==> src/rtl/ecl_pkg.sv <==
// ****************************************************************
// encoder counter reset and latch: shared constants
// ****************************************************************
package ecl_pkg;

   // ************************************************************
   // register byte offsets
   // ************************************************************
   localparam logic [7:0] OFF_CTRL = 8'h00;
   localparam logic [7:0] OFF_STATUS = 8'h04;
   localparam logic [7:0] OFF_IRQ_STAT = 8'h08;
   localparam logic [7:0] OFF_IRQ_MASK = 8'h0c;
   localparam logic [7:0] OFF_LATCH_A = 8'h10;
   localparam logic [7:0] OFF_LATCH_B = 8'h14;
   localparam logic [7:0] OFF_COUNT = 8'h18;

   // ************************************************************
   // soft switch bits of the control register
   // ************************************************************
   localparam int CTRL_W = 8;
   localparam int B_EXT_RST_EN = 0;
   localparam int B_RST_SRC_Z = 1;
   localparam int B_LAT_A_EN = 2;
   localparam int B_LAT_B_EN = 3;
   localparam int B_CLR_RST_FLAG = 4;
   localparam int B_CLR_LAT_A_FLAG = 5;
   localparam int B_CLR_LAT_B_FLAG = 6;
   localparam int B_INT_RST_EXEC = 7;
   localparam logic [CTRL_W-1:0] CTRL_RESET = 8'h00;

   // ************************************************************
   // one-shot event slots, shared by flags, status and interrupts
   // ************************************************************
   localparam int NUM_EVT = 3;
   localparam int EVT_RST = 0;
   localparam int EVT_LAT_A = 1;
   localparam int EVT_LAT_B = 2;
   localparam int B_COUNT_OK = 3; // status bit beside the three flags
   localparam logic [NUM_EVT-1:0] EVT_RESET = 3'h0;

   // ************************************************************
   // axi responses
   // ************************************************************
   localparam logic [1:0] RESP_OKAY = 2'h0;
   localparam logic [1:0] RESP_SLVERR = 2'h2;

endpackage : ecl_pkg

==> src/rtl/ecl_evt_if.sv <==
`timescale 1ns/1ps
`default_nettype none
// ****************************************************************
// one event slot: qualified trigger in, flag and fire out
// ****************************************************************
interface ecl_evt_if;
   logic trig;
   logic enable;
   logic clr_sw;
   logic flag;
   logic fire;
   modport unit (input trig, input enable, input clr_sw, output flag, output fire);
   modport host (output trig, output enable, output clr_sw, input flag, input fire);
endinterface : ecl_evt_if
`default_nettype wire

==> src/rtl/ecl_counter_ctl.sv <==
// How it works
// - external reset ignored while counting impossible; internal reset switch still clears
// - external reset sets its occurred flag and blocks further external resets
// - master raises the clear switch; on that rise the flag drops, reset re-armed
// - latch a or b captures the count only while its enable switch is one
// - a latch sets that input's occurred flag and blocks further captures there
// - rising edge of a latch clear switch drops its flag and re-arms latching
`timescale 1ns/1ps
`default_nettype none
module ecl_counter_ctl #(
   parameter int CNT_W = 32
) (
   input wire logic i_sys_clk,
   input wire logic i_reset_n,
   // counter side
   input wire logic [CNT_W-1:0] i_count_value,
   input wire logic i_count_possible,
   input wire logic i_ext_reset,
   input wire logic i_phase_z,
   input wire logic i_latch_a,
   input wire logic i_latch_b,
   output logic o_count_clear,
   output logic o_irq,
   // axi4-lite slave
   input wire logic [7:0] i_axi_awaddr,
   input wire logic i_axi_awvalid,
   output logic o_axi_awready,
   input wire logic [31:0] i_axi_wdata,
   input wire logic [3:0] i_axi_wstrb,
   input wire logic i_axi_wvalid,
   output logic o_axi_wready,
   output logic [1:0] o_axi_bresp,
   output logic o_axi_bvalid,
   input wire logic i_axi_bready,
   input wire logic [7:0] i_axi_araddr,
   input wire logic i_axi_arvalid,
   output logic o_axi_arready,
   output logic [31:0] o_axi_rdata,
   output logic [1:0] o_axi_rresp,
   output logic o_axi_rvalid,
   input wire logic i_axi_rready
);
   localparam int NE = ecl_pkg::NUM_EVT;
   localparam int CW = ecl_pkg::CTRL_W;

   // the captured value must fit one bus word
   if (CNT_W < 1 || CNT_W > 32)
   begin : g_bad_width
      $error("CNT_W must lie between 1 and 32");
   end

   // ************************************************************
   // state
   // ************************************************************
   typedef struct packed {
      logic [CW-1:0] ctrl;
      logic [NE-1:0] mask;
      logic [NE-1:0] irq;
      logic [CNT_W-1:0] lat_a;
      logic [CNT_W-1:0] lat_b;
      logic [3:0] in_prev;   // reset, phase z, latch a, latch b
      logic int_prev;
      logic cnt_clr;
      logic aw_got;
      logic w_got;
      logic [7:0] aw_addr;
      logic [31:0] w_data;
      logic [3:0] w_strb;
      logic bvalid;
      logic [1:0] bresp;
      logic rvalid;
      logic [1:0] rresp;
      logic [31:0] rdata;
   } ecl_st_s;

   ecl_st_s st_reg;
   ecl_st_s st_next;
   logic [NE-1:0] evt_flag;
   logic [NE-1:0] evt_fire;
   logic [NE-1:0] evt_trig;
   logic [NE-1:0] evt_en;
   logic [NE-1:0] evt_clr;
   logic [3:0] in_now;
   logic [3:0] in_rise;
   logic rst_src;

   // ************************************************************
   // helpers
   // ************************************************************
   // known register offset, used by both the write and read paths
   function automatic logic ecl_mapped(input logic [7:0] a);
      ecl_mapped = (a == ecl_pkg::OFF_CTRL) || (a == ecl_pkg::OFF_STATUS)
                || (a == ecl_pkg::OFF_IRQ_STAT) || (a == ecl_pkg::OFF_IRQ_MASK)
                || (a == ecl_pkg::OFF_LATCH_A) || (a == ecl_pkg::OFF_LATCH_B)
                || (a == ecl_pkg::OFF_COUNT);
   endfunction : ecl_mapped

   // byte-lane merge of write data into an old value
   function automatic logic [31:0] ecl_merge(input logic [31:0] old, input logic [31:0] d,
                                             input logic [3:0] s);
      for (int i = 0; i < 4; i++)
      begin
         ecl_merge[i*8 +: 8] = s[i] ? d[i*8 +: 8] : old[i*8 +: 8];
      end
   endfunction : ecl_merge

   // ************************************************************
   // event slots
   // ************************************************************
   assign in_now = {i_latch_b, i_latch_a, i_phase_z, i_ext_reset};
   assign in_rise = in_now & ~st_reg.in_prev;
   // the reset source is chosen by a switch: the dedicated signal or phase z
   assign rst_src = st_reg.ctrl[ecl_pkg::B_RST_SRC_Z] ? in_rise[1] : in_rise[0];

   // external reset only counts while the counter can count
   assign evt_trig[ecl_pkg::EVT_RST] = rst_src & i_count_possible;
   assign evt_trig[ecl_pkg::EVT_LAT_A] = in_rise[2];
   assign evt_trig[ecl_pkg::EVT_LAT_B] = in_rise[3];
   assign evt_en[ecl_pkg::EVT_RST] = st_reg.ctrl[ecl_pkg::B_EXT_RST_EN];
   assign evt_en[ecl_pkg::EVT_LAT_A] = st_reg.ctrl[ecl_pkg::B_LAT_A_EN];
   assign evt_en[ecl_pkg::EVT_LAT_B] = st_reg.ctrl[ecl_pkg::B_LAT_B_EN];
   assign evt_clr[ecl_pkg::EVT_RST] = st_reg.ctrl[ecl_pkg::B_CLR_RST_FLAG];
   assign evt_clr[ecl_pkg::EVT_LAT_A] = st_reg.ctrl[ecl_pkg::B_CLR_LAT_A_FLAG];
   assign evt_clr[ecl_pkg::EVT_LAT_B] = st_reg.ctrl[ecl_pkg::B_CLR_LAT_B_FLAG];

   for (genvar g = 0; g < NE; g++)
   begin : g_evt
      // one carrier per slot keeps the modport hookup plain
      ecl_evt_if u_evt ();
      assign u_evt.trig = evt_trig[g];
      assign u_evt.enable = evt_en[g];
      assign u_evt.clr_sw = evt_clr[g];
      assign evt_flag[g] = u_evt.flag;
      assign evt_fire[g] = u_evt.fire;
      ecl_oneshot u_os (
         .i_sys_clk(i_sys_clk),
         .i_reset_n(i_reset_n),
         .evt(u_evt.unit)
      );
   end

   // ************************************************************
   // outputs
   // ************************************************************
   assign o_count_clear = st_reg.cnt_clr;
   assign o_irq = |(st_reg.irq & st_reg.mask);
   assign o_axi_awready = ~st_reg.aw_got;
   assign o_axi_wready = ~st_reg.w_got;
   assign o_axi_bvalid = st_reg.bvalid;
   assign o_axi_bresp = st_reg.bresp;
   assign o_axi_arready = ~st_reg.rvalid;
   assign o_axi_rvalid = st_reg.rvalid;
   assign o_axi_rresp = st_reg.rresp;
   assign o_axi_rdata = st_reg.rdata;

   // ************************************************************
   // next state: events, bus writes and reads
   // ************************************************************
   always_comb
   begin
      logic [31:0] wv;
      logic [31:0] rv;
      logic int_rise;
      logic [31:0] ov;
      wv = '0;
      rv = '0;
      ov = '0;
      int_rise = 1'b0;
      st_next = st_reg;
      st_next.in_prev = in_now;
      st_next.int_prev = st_reg.ctrl[ecl_pkg::B_INT_RST_EXEC];
      // internal reset acts on the switch rise whatever the count state
      int_rise = st_reg.ctrl[ecl_pkg::B_INT_RST_EXEC] & ~st_reg.int_prev;
      st_next.cnt_clr = evt_fire[ecl_pkg::EVT_RST] | int_rise;
      if (evt_fire[ecl_pkg::EVT_LAT_A])
      begin
         st_next.lat_a = i_count_value;
      end
      if (evt_fire[ecl_pkg::EVT_LAT_B])
      begin
         st_next.lat_b = i_count_value;
      end
      // write address and data are taken in either order
      if (i_axi_awvalid && !st_reg.aw_got)
      begin
         st_next.aw_got = 1'b1;
         st_next.aw_addr = i_axi_awaddr;
      end
      if (i_axi_wvalid && !st_reg.w_got)
      begin
         st_next.w_got = 1'b1;
         st_next.w_data = i_axi_wdata;
         st_next.w_strb = i_axi_wstrb;
      end
      if (st_reg.bvalid && i_axi_bready)
      begin
         st_next.bvalid = 1'b0;
      end
      // sticky interrupt bits: a new event beats a write-one clear
      if (st_reg.aw_got && st_reg.w_got && !st_reg.bvalid)
      begin
         wv = ecl_merge(32'h0, st_reg.w_data, st_reg.w_strb);
         st_next.aw_got = 1'b0;
         st_next.w_got = 1'b0;
         st_next.bvalid = 1'b1;
         st_next.bresp = ecl_mapped(st_reg.aw_addr) ? ecl_pkg::RESP_OKAY : ecl_pkg::RESP_SLVERR;
         unique case (st_reg.aw_addr)
            ecl_pkg::OFF_CTRL:
            begin
               ov = ecl_merge({{(32-CW){1'b0}}, st_reg.ctrl}, st_reg.w_data, st_reg.w_strb);
               st_next.ctrl = ov[CW-1:0];
            end
            ecl_pkg::OFF_IRQ_STAT:
            begin
               st_next.irq = st_reg.irq & ~wv[NE-1:0];
            end
            ecl_pkg::OFF_IRQ_MASK:
            begin
               // unstrobed lanes keep the old mask bits
               ov = ecl_merge({{(32-NE){1'b0}}, st_reg.mask}, st_reg.w_data, st_reg.w_strb);
               st_next.mask = ov[NE-1:0];
            end
            default:
            begin
               st_next.irq = st_reg.irq;
            end
         endcase
      end
      st_next.irq = st_next.irq | evt_fire;
      // read channel: one word per request, answered next cycle
      if (st_reg.rvalid && i_axi_rready)
      begin
         st_next.rvalid = 1'b0;
      end
      if (i_axi_arvalid && !st_reg.rvalid)
      begin
         unique case (i_axi_araddr)
            ecl_pkg::OFF_CTRL: rv[CW-1:0] = st_reg.ctrl;
            ecl_pkg::OFF_STATUS: rv[ecl_pkg::B_COUNT_OK:0] = {i_count_possible, evt_flag};
            ecl_pkg::OFF_IRQ_STAT: rv[NE-1:0] = st_reg.irq;
            ecl_pkg::OFF_IRQ_MASK: rv[NE-1:0] = st_reg.mask;
            ecl_pkg::OFF_LATCH_A: rv[CNT_W-1:0] = st_reg.lat_a;
            ecl_pkg::OFF_LATCH_B: rv[CNT_W-1:0] = st_reg.lat_b;
            ecl_pkg::OFF_COUNT: rv[CNT_W-1:0] = i_count_value;
            default: rv = '0;
         endcase
         st_next.rvalid = 1'b1;
         st_next.rdata = rv;
         st_next.rresp = ecl_mapped(i_axi_araddr) ? ecl_pkg::RESP_OKAY : ecl_pkg::RESP_SLVERR;
      end
   end

   // ************************************************************
   // state register
   // ************************************************************
   always_ff @(posedge i_sys_clk)
   begin
      if (!i_reset_n)
      begin
         st_reg <= '0;
         st_reg.ctrl <= ecl_pkg::CTRL_RESET;
         st_reg.mask <= ecl_pkg::EVT_RESET;
         st_reg.irq <= ecl_pkg::EVT_RESET;
      end
      else
      begin
         st_reg <= st_next;
      end
   end
endmodule : ecl_counter_ctl
`default_nettype wire

==> src/rtl/ecl_oneshot.sv <==
`timescale 1ns/1ps
`default_nettype none
// ****************************************************************
// one-shot gate: fires once, then blocks until the clear switch rises
// ****************************************************************
module ecl_oneshot (
   input wire logic i_sys_clk,
   input wire logic i_reset_n,
   ecl_evt_if.unit evt
);
   typedef struct packed {
      logic clr_prev;
      logic flag;
   } ecl_os_s;

   ecl_os_s st_reg;
   ecl_os_s st_next;
   logic clr_rise;

   // the clear switch is sampled every cycle so its rise is seen
   assign clr_rise = evt.clr_sw & ~st_reg.clr_prev;
   // a trigger in the re-arm cycle is kept: the set wins over the clear
   assign evt.fire = evt.trig & evt.enable & (~st_reg.flag | clr_rise);
   assign evt.flag = st_reg.flag;

   // next state of the flag
   always_comb
   begin
      st_next = st_reg;
      st_next.clr_prev = evt.clr_sw;
      if (evt.fire)
      begin
         st_next.flag = 1'b1;
      end
      else if (clr_rise)
      begin
         st_next.flag = 1'b0;
      end
   end

   // state register
   always_ff @(posedge i_sys_clk)
   begin
      if (!i_reset_n)
      begin
         st_reg <= '0;
      end
      else
      begin
         st_reg <= st_next;
      end
   end
endmodule : ecl_oneshot
`default_nettype wire

==> config.mk <==
export PLATFORM = sky130hd
export DESIGN_NAME = ecl_counter_ctl
export DESIGN_NICKNAME = d
export VERILOG_FILES = /design/src/rtl/ecl_pkg.sv /design/src/rtl/ecl_evt_if.sv /design/src/rtl/ecl_counter_ctl.sv /design/src/rtl/ecl_oneshot.sv
export SDC_FILE = /design/constraint.sdc
export NUM_CORES = 1
export LEC_CHECK = 0
export BUFFER_PORTS_ARGS = -buffer_cell sky130_fd_sc_hd__buf_2
export CAP_MARGIN = 0
export CORE_MARGIN = 5
export CORE_UTILIZATION = 50
export DETAILED_ROUTE_END_ITERATION = 10
export PLACE_DENSITY_LB_ADDON = 0.08
export RECOVER_POWER = 50
export SLEW_MARGIN = 20
export SYNTH_ARGS = -nofsm -noshare
export SYNTH_HDL_FRONTEND = slang
export SYNTH_SLANG_ARGS = --single-unit
==> constraint.sdc <==
create_clock -name i_sys_clk -period 4.06 [get_ports i_sys_clk]
set_clock_uncertainty 0.1 [all_clocks]
set_input_delay 0.609 -clock i_sys_clk [delete_from_list [all_inputs] [get_ports i_sys_clk]]
set_output_delay 0.609 -clock i_sys_clk [all_outputs]
set_load 0.005 [all_outputs]
# After elaboration in Yosys (flattened, before gate mapping)
# Cells that the tools add are included.
# op_classes
n_reduce_logical,34
n_bitwise,32
muxes,20
n_eq_ne,12
# ops
cell,n
24-bit case mux with 3 select lines,1
8-bit by 5-bit == test with 1-bit output (second input constant),6
35-bit two-way mux,1
8-bit by 4-bit == test with 1-bit output (second input constant),4
3-bit case mux with 7 select lines,1
8-bit by 3-bit == test with 1-bit output (second input constant),2
8-bit logical NOT,2
4-bit case mux with 4 select lines,1
1-bit logical OR,12
3-bit two-way mux,4
1-bit AND,11
1-bit NOT,11
2-bit nonzero test,5
1-bit two-way mux,9
1-bit logical AND,7
3-bit AND,2
3-bit AND reduction,2
1-bit case mux with 5 select lines,1
4-bit AND,1
1-bit logical NOT,4
2-bit two-way mux,2
4-bit NOT,1
1-bit OR,4
3-bit NOT,1
3 further kinds,3
# totals
register_bits,147
elab_cells,122

# Logic depth before layout (Yosys ltp)
# Gate-level depths: netlist of run 1.
# logic_depth
depth_word,9
depth_mapped,8

# Modules after synthesis
# From an unflattened synthesis of run 1, not the netlist that was laid out.
# unflattened
hier_cells,647
area_unflattened_um2,6223.5
# modules_own_cells
module,cells_per_inst,n_inst,area_each_um2
ecl_counter_ctl,623,1,5990.7
ecl_oneshot,8,3,77.6

# Worst setup path before layout of run 1
# OpenSTA, ideal clock, no wires.
# synth_timing
kind,input -> register
from,input i_axi_araddr[2]
to,"register st_reg, in the netlist o_axi_rdata[5]"
required_ns,3.831
arrival_time_ns,1.671
slack_ns,2.161
cell_stages,7
cell_sequence,buf_2 > buf_2 > buf_2 > mux2i_1 > o21ai_0 > a22oi_1 > o21ai_0
# synth_via
elab_chain_cells,2
elab_cells_between_ends,5
cone_classes,eq/ne: 3; mux: 1; reduce/logical: 1
# synth_lines
element,line_no,text
"start, declared",ecl_counter_ctl.sv:35,"input wire logic [7:0] i_axi_araddr,"
8-bit by 5-bit == test with 1-bit output / 8-bit logical NOT (equally long branches),ecl_counter_ctl.sv:237,unique case (i_axi_araddr)
4-bit case mux with 4 select lines *,ecl_counter_ctl.sv:237,
"end signal, assigned",ecl_counter_ctl.sv:267,st_reg <= st_next;
"end, declared",ecl_counter_ctl.sv:76,ecl_st_s st_reg;
# Mark *: on every way between the ends. The rest lies on a longest branch, timed or not.
# A chain may end at the register's enable or synchronous reset.

# Worst setup path after layout of run 1
# layout_timing
from,"register st_reg, in the netlist o_axi_bvalid"
to,"register st_reg, in the netlist evt_clr[1]"
# layout_via
elab_chain_cells,3
# layout_lines
element,line_no,text
1-bit logical NOT,ecl_counter_ctl.sv:200,if (st_reg.aw_got && st_reg.w_got && !st_reg.bvalid)
1-bit logical AND,ecl_counter_ctl.sv:200,
3-bit AND reduction (no line),--,
# No other way between the ends.

==> results of run 1 <==
[cells in the mapped netlist (2+ instances only)]
cell        n
mux2_2      2
nor3_1      5
dfxtp_1   145
a21o_1      2
o21ai_1     2
nor2_1     12
nand3_1     4
a22oi_1    28
and2_1      8
a21oi_1     4
mux2i_1    50
buf_4      36
mux4_2      2
nor2b_1    50
a21boi_0   68
nand3b_1    2
nand2_1   190
o21ai_0    40
inv_1      11
a21boi_1    9
a31oi_1     5
buf_2      20
o211ai_1    3
clkbuf_1   31
nand2b_1    4
[critical path: cells and delay by family, from the launching register on]
| kind | cells | cell delay (ns) |
|---|---|---|
| AND/OR/NAND/NOR | 4 | 1.77 |
| multiplexers | 1 | 0.27 |
| flip-flops | 1 | 0.32 |
[through the flow]
| step | power [mW] | hold slack [ns] |
|---|---|---|
| after detailed placement | 1.68 | 0.342 |
| after CTS | 3.37 | 0.290 |
| after global routing | 3.44 | 0.317 |
| after global placement | 1.67 | 0.335 |
| after floorplan | 1.61 | 0.326 |
| final | 3.34 | 0.298 |
[final timing paths]
path	from	endpoint	slack, ns
max	o_axi_bvalid	evt_clr[1]	1.47
min	i_axi_awvalid	st_reg[83]	0.30
max reg2reg	o_axi_bvalid	evt_clr[1]	1.47
min reg2reg	st_reg[125]	st_reg[125]	0.35
[area by class of cell]
type                            instances  share of cell area
Sequential cell                       145               0.388
Timing Repair Buffer                  119              0.0791
Clock buffer                           23              0.0665
Inverter                               11             0.00552
Clock inverter                          9              0.0202
Tap cell                              172              0.0288
Multi-Input combinational cell        513               0.412
[power breakdown]
group	total, mW	internal [mW]	switching [mW]
sequential	1.45	1.44	0.0115
combinational	0.194	0.0821	0.112
clock	1.69	1.11	0.583
total	3.34	2.63	0.706
[cell families after synthesis]
family | share of synthesized area
flip-flops | 0.443
AND/OR/NAND/NOR | 0.205
other | 0.000573
AO/OA/AOI/OAI | 0.182
multiplexers | 0.0868
buffers and inverters | 0.0824
[layer usage]
metal | wire length [µm] | share of wire
met3 | 897 | 0.059
met2 | 7430 | 0.49
met1 | 6800 | 0.44
met4 | 189 | 0.012
met5 | 7 | 0.00046
==> metrics.md, run 1 <==
| Metric | Value |
|---|---|
| Synthesized cell area | `6550 µm²` |
| Post-DP Area | `between 6000 and 7000 µm²` |
| Pleak | `2.79 nW` |
| Tmin final | `2.59 ns` |
| Hold Crit Class | `in2reg` |
| Synthesized netlist cell count | `756` |
| Setup WS pre-CTS | `between 1 and 1.5 ns` |
| WL per Instance | `15.4 µm` |
| GR Util met1 | `0.245` |
| Mean area per synthesized cell | `around 8.7 µm²` |
| Clk pin slew, worst setup/hold paths | `0.06 ns` |
| Vias | `5174` |
| Synth top area cells | `dfxtp_1 (44%), nand2_1 (11%), a21boi_0 (7.8%)` |
| Initial antenna violation count | `1` |
| Max incr delay on CP | `0.74 ns` |
| Distinct cells, synth | `48` |
| Longest Clk Path Bufs | `2` |
| Die area | `roughly 15000 µm²` |
| Post-synthesis sequential area ratio | `0.443` |
| Crit end category | `flop` |
| Largest net degree at the start of global routing | `96` |
| Warnings, synthesis | `0` |
| Initial drt markers | `309` |
| Ys async rst share | `0` |
| Met2 usage | `0.330` |
| Number of enable flip-flop cells after synthesis | `0` |
| Boundary Pins | `between 100 and 150` |
| Core Region | `12700 µm²` |
| CTS HTree Levels | `4` |
| R2R depth | `5` |
| First-pass GRT wire length | `25.5 mm` |
| Root Buffer | `clkbuf_16` |
| Final cell count without fillers | `about 1000` |
| Final #Nets | `between 900 and 1000` |
| Cts hold-fix bufs | `0` |
| ANT cells | `0` |
| Tcrit/Tclk final | `0.637` |
| Clock sinks | `145` |
| DRT Wirelength | `about 15 mm` |
| Status | `finished with violations` |
| Startpoint types | `flop` |
| Failing checks | `max-capacitance violations, max-slew violations` |
| RePlAce Congestion | `roughly 0.75` |
| CTS resizes | `0` |
| Vias in the first global route | `approximately 5300` |
| Die X | `124 µm` |
| DRC | `0` |
| Initial core utilization | `0.515` |
| Setup Buffers After CTS | `0` |
| RSZ-0062 raised after global routing | `false` |
| Most frequent cells in the layout | `nand2_1 (190), dfxtp_1 (145), buf_2 (85)` |
| Most used DFF post-synth | `dfxtp_1` |
| Die height | `around 120 µm` |
| Worst-Margin Slew | `1.55 ns` |
| Num rows | `41` |
| Fill cells | `1202` |
| Hpwl dp | `10.2 mm` |
| Post-DRT Antenna Nets | `0` |
| Slew HR | `-0.0365` |
| Arrival @ worst endpoint | `2.79 ns` |
| GRT busiest layer | `met2` |
| VDD IR max | `approximately 0.26 mV` |
| Setup TNS | `0 ns` |
| Cells after DPL | `960` |
| TritonRoute pass-1 iters | `4` |
| Multi-input gate area | `3080 µm²` |
| Maxcap violations | `1` |
| Crit-path cells | `nand3b_1, or4_2, nor2_1, mux2i_1, nor2b_1` |
| Post-synth top area share | `0.443` |
| Slowest stage cell, crit path | `nor2_1` |
| Power density over cell area | `446 nW/µm²` |
| GRT Util Overall | `0.198` |
| FF+latch area | `2900 µm²` |
| Seq cells post-synth | `between 100 and 150` |
| Fin worst setup slack | `about 1.5 ns` |
| Max reg flops | `95` |
| Fin util | `0.588` |
| CP required | `roughly 4.3 ns` |
| Clock Latency Late Sink | `0.43 ns` |
| Final instance area | `~7500 µm²` |
| Post-synth top area cell | `dfxtp_1` |
| Vias per cell | `~5.2` |
| CTS Buf Count | `17` |
| Most common cell after layout, fill and taps aside | `nand2_1` |
| Setup CP Type | `reg2reg` |
| Area Overhead vs Synth | `14.3%` |
| Hold Crit Depth | `3` |
| Final hold vios | `0` |
| Global route total overflow | `0` |
| CTS tree | `built` |
| Port Buffers | `109` |
| Final Max Tran Viols | `96` |
| Crit Path Max Fanout | `8` |
| Met3 global-route usage | `0.0587` |
| Finish-stage setup viols | `0` |
| FMAX | `386 MHz` |
| Fraction of layout cells with a size suffix above 1 | `0.171` |
Power figures use the tool's default switching activity.
==> run 2, diff against run 1 <==
--- a/config.mk
+++ b/config.mk
@@ -5,6 +5,7 @@
 export SDC_FILE = /design/constraint.sdc
 export NUM_CORES = 1
 export LEC_CHECK = 0
+export ABC_AREA = 1
 export BUFFER_PORTS_ARGS = -buffer_cell sky130_fd_sc_hd__buf_2
 export CAP_MARGIN = 0
 export CORE_MARGIN = 5
==> constraint.sdc (replaced) <==
create_clock -name i_sys_clk -period 2.45 [get_ports i_sys_clk]
set_clock_uncertainty 0.1 [all_clocks]
set_input_delay 0.3675 -clock i_sys_clk [delete_from_list [all_inputs] [get_ports i_sys_clk]]
set_output_delay 0.3675 -clock i_sys_clk [all_outputs]
set_load 0.005 [all_outputs]
==> run 2 against run 1 <==
  * Total power up 48%
  * The flow now finishes without violations
  * First-iteration DRC count is 30% higher
  * Global-route usage rose by 2.5 points
  * Flip-flop and latch count unchanged
  * Maximum frequency grew 39%
  * Worst hold slack worse by 0.26 ns
  * Synthesized cell count grew 17%
  * Critical path depth increased by 1
  * Largest power group is now registers
  * Register-to-register slack got worse by 0.88 ns
  * Highest routed layer unchanged
  * Via count grew 14%
==> metrics.md, run 2 <==
| Metric | Value |
|---|---|
| Status | `finished clean (was finished with violations)` |
| Synthesized cell area | `6420 µm² (was 6550 µm²)` |
| Post-synth top cells | `nor2_1 (178), dfxtp_1 (145), nand3_1 (133) (was nand2_1 (190), dfxtp_1 (145), a21boi_0 (68))` |
| Cts hold-fix bufs | `0 (unchanged)` |
| Crit Path Max Fanout | `34 (was 8)` |
| Seq cells post-synth | `145 (unchanged)` |
| VDD IR max | `0.350 mV (was 0.263 mV)` |
| TritonRoute pass-1 iters | `5 (was 4)` |
| Count leader, synth | `nor2_1 (was nand2_1)` |
| Initial antenna violation count | `2 (was 1)` |
| CTS HTree Levels | `4 (unchanged)` |
| Post-synth top area share | `0.452 (was 0.443)` |
| Longest Clk Path Bufs | `2 (unchanged)` |
| DRC | `0 (unchanged)` |
| Final hold vios | `0 (unchanged)` |
| Startpoint types | `flop (unchanged)` |
| Most used DFF post-synth | `dfxtp_1 (unchanged)` |
| Hpwl dp | `10.9 mm (was 10.2 mm)` |
| Initial core utilization | `0.509 (was 0.515)` |
| Die area | `15200 µm² (was 15500 µm²)` |
| Ys async rst share | `0 (unchanged)` |
| Num rows | `41 (unchanged)` |
| Arrival @ worst endpoint | `2.06 ns (was 2.79 ns)` |
| Fraction of layout cells with a size suffix above 1 | `0.160 (was 0.171)` |
| Clock sinks | `145 (unchanged)` |
| Power density over cell area | `685 nW/µm² (was 446 nW/µm²)` |
| Maxcap violations | `0 (was 1)` |
| Post-synthesis sequential area ratio | `0.452 (was 0.443)` |
| Setup Buffers After CTS | `0 (unchanged)` |
| Final #Nets | `1039 (was 903)` |
| Number of enable flip-flop cells after synthesis | `0 (unchanged)` |
| Most common cell after layout, fill and taps aside | `nor2_1 (was nand2_1)` |
| Warnings, synthesis | `0 (unchanged)` |
| Cells after DPL | `1096 (was 960)` |
| Pleak | `3.00 nW (was 2.79 nW)` |
| Total Power | `4.95 mW (was 3.34 mW)` |
| Vias | `5875 (was 5174)` |
| Final Max Tran Viols | `0 (was 96)` |
| FMAX | `539 MHz (was 386 MHz)` |
| Synthesized netlist cell count | `883 (was 756)` |
| Global route total overflow | `0 (unchanged)` |
| Mean area per synthesized cell | `7.27 µm² (was 8.66 µm²)` |
| CTS resizes | `0 (unchanged)` |
| Initial drt markers | `401 (was 309)` |
| Core Region | `12600 µm² (was 12700 µm²)` |
| CTS tree | `built (unchanged)` |
| Final cell count without fillers | `1124 (was 992)` |
| Synth top area cells | `dfxtp_1 (45%), nor2_1 (10%), nand3_1 (10%) (was dfxtp_1 (44%), nand2_1 (11%), a21boi_0 (7.8%))` |
| Final instance area | `7230 µm² (was 7480 µm²)` |
| DRT Wirelength | `16.2 mm (was 15.3 mm)` |
| Finish-stage setup viols | `0 (unchanged)` |
| Tcrit/Tclk final | `0.757 (was 0.637)` |
| Clock Latency Late Sink | `0.42 ns (was 0.43 ns)` |
| RSZ-0062 raised after global routing | `false (unchanged)` |
| Slew HR | `0.525 (was -0.0365)` |
| Die X | `123 µm (was 124 µm)` |
| GRT Util Overall | `0.223 (was 0.198)` |
| Vias per cell | `5.23 (was 5.22)` |
| Crit end category | `flop (unchanged)` |
| Root Buffer | `clkbuf_16 (unchanged)` |
| Fin util | `0.573 (was 0.588)` |
| Boundary Pins | `139 (unchanged)` |
| Area Overhead vs Synth | `12.7% (was 14.3%)` |
| Post-DP Area | `6780 µm² (was 6900 µm²)` |
| Largest net degree at the start of global routing | `106 (was 96)` |
| Hold Crit Class | `in2reg (unchanged)` |
| Post-synth top area cell | `dfxtp_1 (unchanged)` |
| Tmin final | `1.86 ns (was 2.59 ns)` |
| RePlAce Congestion | `0.814 (was 0.754)` |
| Worst-Margin Slew | `0.712 ns (was 1.55 ns)` |
| First-pass GRT wire length | `26.4 mm (was 25.5 mm)` |
| Distinct cells, synth | `31 (was 48)` |
| WL per Instance | `14.4 µm (was 15.4 µm)` |
| CP required | `2.65 ns (was 4.27 ns)` |
| Most frequent cells in the layout | `nor2_1 (178), dfxtp_1 (145), nand3_1 (133) (was nand2_1 (190), dfxtp_1 (145), buf_2 (85))` |
| Setup CP Type | `reg2reg (unchanged)` |
| Clk pin slew, worst setup/hold paths | `0.05 ns (was 0.06 ns)` |
| Vias in the first global route | `5650 (was 5315)` |
| Port Buffers | `109 (unchanged)` |
| Die height | `123 µm (was 124 µm)` |
| CTS Buf Count | `17 (unchanged)` |
| Max reg flops | `95 (unchanged)` |
| Setup TNS | `0 ns (unchanged)` |
| Post-DRT Antenna Nets | `0 (unchanged)` |
run 2: cell types whose count changed in the layout (fill, tap and decap cells not counted), sizes merged, moves of 34 or more:
| cell | previous run | this run |
|---|---|---|
| mux2i | 50 | 0 |
| o21ai | 42 | 108 |
| a21oi | 4 | 56 |
| inv | 11 | 45 |
| nor2b | 50 | 0 |
| nand2 | 191 | 105 |
| nand3 | 4 | 135 |
| nor2 | 13 | 185 |
| a21boi | 77 | 0 |
run 2: worst paths after layout:
check,cells past startpoint,start,endpoint,slack [ns]
max,6,evt_clr[2],st_reg[91],0.59
min,3,i_ext_reset,st_reg[86],0.04
max reg2reg,6,evt_clr[2],st_reg[91],0.59
min reg2reg,1,st_reg[85],o_count_clear,0.32
run 2: power breakdown:
group          internal (mW)  switching (mW)
Clock                   1.34           0.864
Combinational          0.110           0.216
Sequential              2.40          0.0211
run 2: layout make-up:
cell class / instances / area, µm²
Clock inverter: 1 / 5.00
Clock buffer: 26 / 489
Tap cell: 172 / 215
Sequential cell: 145 / 2900
Fill cell: 1267 / 5390
Multi-Input combinational cell: 602 / 2750
Inverter: 46 / 173
Timing Repair Buffer: 131 / 697
Antenna cell: 1 / 2.50
run 2: metal layers:
layer  part of all wire  track usage
met5            0.00080            0
met4              0.029        0.109
met2               0.50        0.394
met3              0.052       0.0517
met1               0.42        0.253
run 2: cell families (layout without fill, tap and decap cells):
family,count (synthesis),after routing,synth area share
simple gates,430,430,0.291
buf+inv,137,204,0.119
flops,145,145,0.452
compound gates,170,170,0.136
other cells,1,3,0.000584
run 2: through the flow:
stage               hold WS (ns)  setup slack [ns]
CTS                       0.0304             0.793
detailed placement         0.316             0.536
global route              0.0538             0.379
finish                    0.0425             0.594
global placement           0.311             0.580
floorplan                  0.299              1.07
run 2: worst max-delay path, stage by stage, from the launching register on:
cell and delay (ns):
dfxtp_1 0.34, inv_2 0.05, o21ai_0 0.25, nand3_2 0.13
clkbuf_2 0.45, o21ai_0 0.33, nor2_1 0.08
==> run 3, diff against run 2 <==
--- a/config.mk
+++ b/config.mk
@@ -9,7 +9,7 @@
 export BUFFER_PORTS_ARGS = -buffer_cell sky130_fd_sc_hd__buf_2
 export CAP_MARGIN = 0
 export CORE_MARGIN = 5
-export CORE_UTILIZATION = 50
+export CORE_UTILIZATION = 49
 export DETAILED_ROUTE_END_ITERATION = 10
 export PLACE_DENSITY_LB_ADDON = 0.08
 export RECOVER_POWER = 50
==> constraint.sdc (replaced) <==
create_clock -name i_sys_clk -period 1.6 [get_ports i_sys_clk]
set_clock_uncertainty 0.1 [all_clocks]
set_input_delay 0.24 -clock i_sys_clk [delete_from_list [all_inputs] [get_ports i_sys_clk]]
set_output_delay 0.24 -clock i_sys_clk [all_outputs]
set_load 0.005 [all_outputs]
==> run 3 against run 2 <==
  * Cell area rose by 11%
  * Highest routed layer is now met4
  * Critical path type unchanged
  * Sequential share of layout area fell by 4.0 points
  * Critical path depth rose by 2
  * Combinational power rose by 90%
  * Register-to-register slack got worse by 0.49 ns
  * Clock power rose by 110%
  * Total power rose by 80%
  * Non-clock buffer count rose by 51
  * Die area rose by 1.9%
  * Clock-buffer cell count fell by 6
  * Global-route usage fell by 0.13 points
==> metrics.md, run 3 (synthesized netlist as in run 2, its figures left out) <==
| Metric | Value |
|---|---|
| Power density over cell area | `1110 nW/µm² (was 685 nW/µm²)` |
| Status | `finished clean (unchanged)` |
| DRC | `0 (unchanged)` |
| Hpwl dp | `11.3 mm (was 10.9 mm)` |
| Core Region | `12700 µm² (was 12600 µm²)` |
| Maxcap violations | `0 (unchanged)` |
| Num rows | `41 (unchanged)` |
| Post-DP Area | `6990 µm² (was 6780 µm²)` |
| Root Buffer | `clkbuf_16 (unchanged)` |
| Max reg flops | `95 (unchanged)` |
| Vias in the first global route | `6042 (was 5650)` |
| CTS tree | `built (unchanged)` |
| Clk pin slew, worst setup/hold paths | `0.06 ns (was 0.05 ns)` |
| Global route total overflow | `0 (unchanged)` |
| Clock sinks | `145 (unchanged)` |
| Clock Latency Late Sink | `0.42 ns (about the same)` |
| Final #Nets | `1090 (was 1039)` |
| Fin util | `0.631 (was 0.573)` |
| VDD IR max | `0.771 mV (was 0.350 mV)` |
| CTS Buf Count | `17 (unchanged)` |
| CP required | `1.81 ns (was 2.65 ns)` |
| Final hold vios | `0 (unchanged)` |
| Most common cell after layout, fill and taps aside | `nor2_1 (unchanged)` |
| Finish-stage setup viols | `0 (unchanged)` |
| TritonRoute pass-1 iters | `5 (unchanged)` |
| Tmin final | `1.50 ns (was 1.86 ns)` |
| Fraction of layout cells with a size suffix above 1 | `0.185 (was 0.160)` |
| Vias per cell | `5.17 (was 5.23)` |
| FMAX | `667 MHz (was 539 MHz)` |
| Startpoint types | `flop (unchanged)` |
| Post-DRT Antenna Nets | `0 (unchanged)` |
| RePlAce Congestion | `0.790 (was 0.814)` |
| Arrival @ worst endpoint | `1.71 ns (was 2.06 ns)` |
| First-pass GRT wire length | `28.6 mm (was 26.4 mm)` |
| DRT Wirelength | `17.0 mm (was 16.2 mm)` |
| Boundary Pins | `139 (unchanged)` |
| GRT Util Overall | `0.222 (was 0.223)` |
| Pleak | `3.36 nW (was 3.00 nW)` |
| RSZ-0062 raised after global routing | `false (unchanged)` |
| Initial drt markers | `533 (was 401)` |
| Die height | `124 µm (was 123 µm)` |
| WHS | `0.00965 ns (was 0.0425 ns)` |
| Port Buffers | `109 (unchanged)` |
| CTS HTree Levels | `4 (unchanged)` |
| Crit Path Max Fanout | `4 (was 34)` |
| Initial core utilization | `0.505 (was 0.509)` |
| Most frequent cells in the layout | `nor2_1 (175), dfxtp_1 (144), nand3_1 (132) (was nor2_1 (178), dfxtp_1 (145), nand3_1 (133))` |
| Tcrit/Tclk final | `0.937 (was 0.757)` |
| ANT cells | `0 (was 1)` |
| Final instance area | `8030 µm² (was 7230 µm²)` |
| Final cell count without fillers | `1179 (was 1124)` |
| WL per Instance | `14.4 µm (about the same)` |
| Initial antenna violation count | `0 (was 2)` |
| Vias | `6100 (was 5875)` |
| Longest Clk Path Bufs | `2 (unchanged)` |
| Setup CP Type | `reg2reg (unchanged)` |
| Die X | `124 µm (was 123 µm)` |
| Hold Crit Class | `in2reg (unchanged)` |
| Fill cells | `1196 (was 1267)` |
| Die area | `15500 µm² (was 15200 µm²)` |
| Crit end category | `flop (unchanged)` |
| Largest net degree at the start of global routing | `58 (was 106)` |
| Area Overhead vs Synth | `25.1% (was 12.7%)` |
| Cells after DPL | `1110 (was 1096)` |
| Final Max Tran Viols | `0 (unchanged)` |
## run 3: through the flow
stage               setup slack, ns  TNS [ns]  total power, mW
global route                0.00486         0             9.20
CTS                          0.0177         0             8.96
floorplan                     0.271         0             4.08
global placement            0.00917         0             4.31
finish                        0.101         0             8.91
detailed placement          -0.0791    -0.333             4.32
## run 3: path summary, 6_finish.rpt
kind | start | to | slack [ns] | depth (start not counted)
worst min-delay path | i_count_value[11] | st_reg[101] | 0.01 | 3
worst min register to register | st_reg[85] | o_count_clear | 0.32 | 1
worst max register to register | st_reg[82] | st_reg[158] | 0.10 | 8
worst max-delay path | st_reg[82] | st_reg[158] | 0.10 | 8
## run 3: worst max-delay path: stages, from the launching register on
cell	delay, ns
dfxtp_2	0.33
inv_2	0.04
nor2_2	0.08
nand2_2	0.07
nor2_4	0.15
buf_6	0.13
nand4_1	0.20
o21ai_0	0.22
nor2_1	0.07
## run 3: timing repair
item | in CTS | in global routing
gates resized for setup | 0 | 13
setup buffers | 0 | 1
hold buffers | 36 | 0
endpoints found under the hold margin | 37 | 0
setup endpoints to repair | 0 | 48
## run 3: area by class of cell
type,instances,area [µm²],area share
clock buffer,20,447,0.0556
clock inverter,12,235,0.0293
inverter,46,173,0.0215
multi-input combinational,602,2780,0.347
sequential,145,2900,0.362
tap,172,215,0.0268
timing repair buffer,182,1270,0.158
## run 3: power by group
part           switching, mW  total, mW  internal, mW
Clock                   1.48       4.59          3.11
Sequential            0.0328       3.71          3.67
Combinational          0.360      0.620         0.261
## run 3: layer usage
metal	up-vias	GRT usage	routed length, µm
li1	3081	-	-
met4	0	0.0967	351
met1	2803	0.254	7190
met2	187	0.395	8560
met5	-	0	0
met3	29	0.0493	899
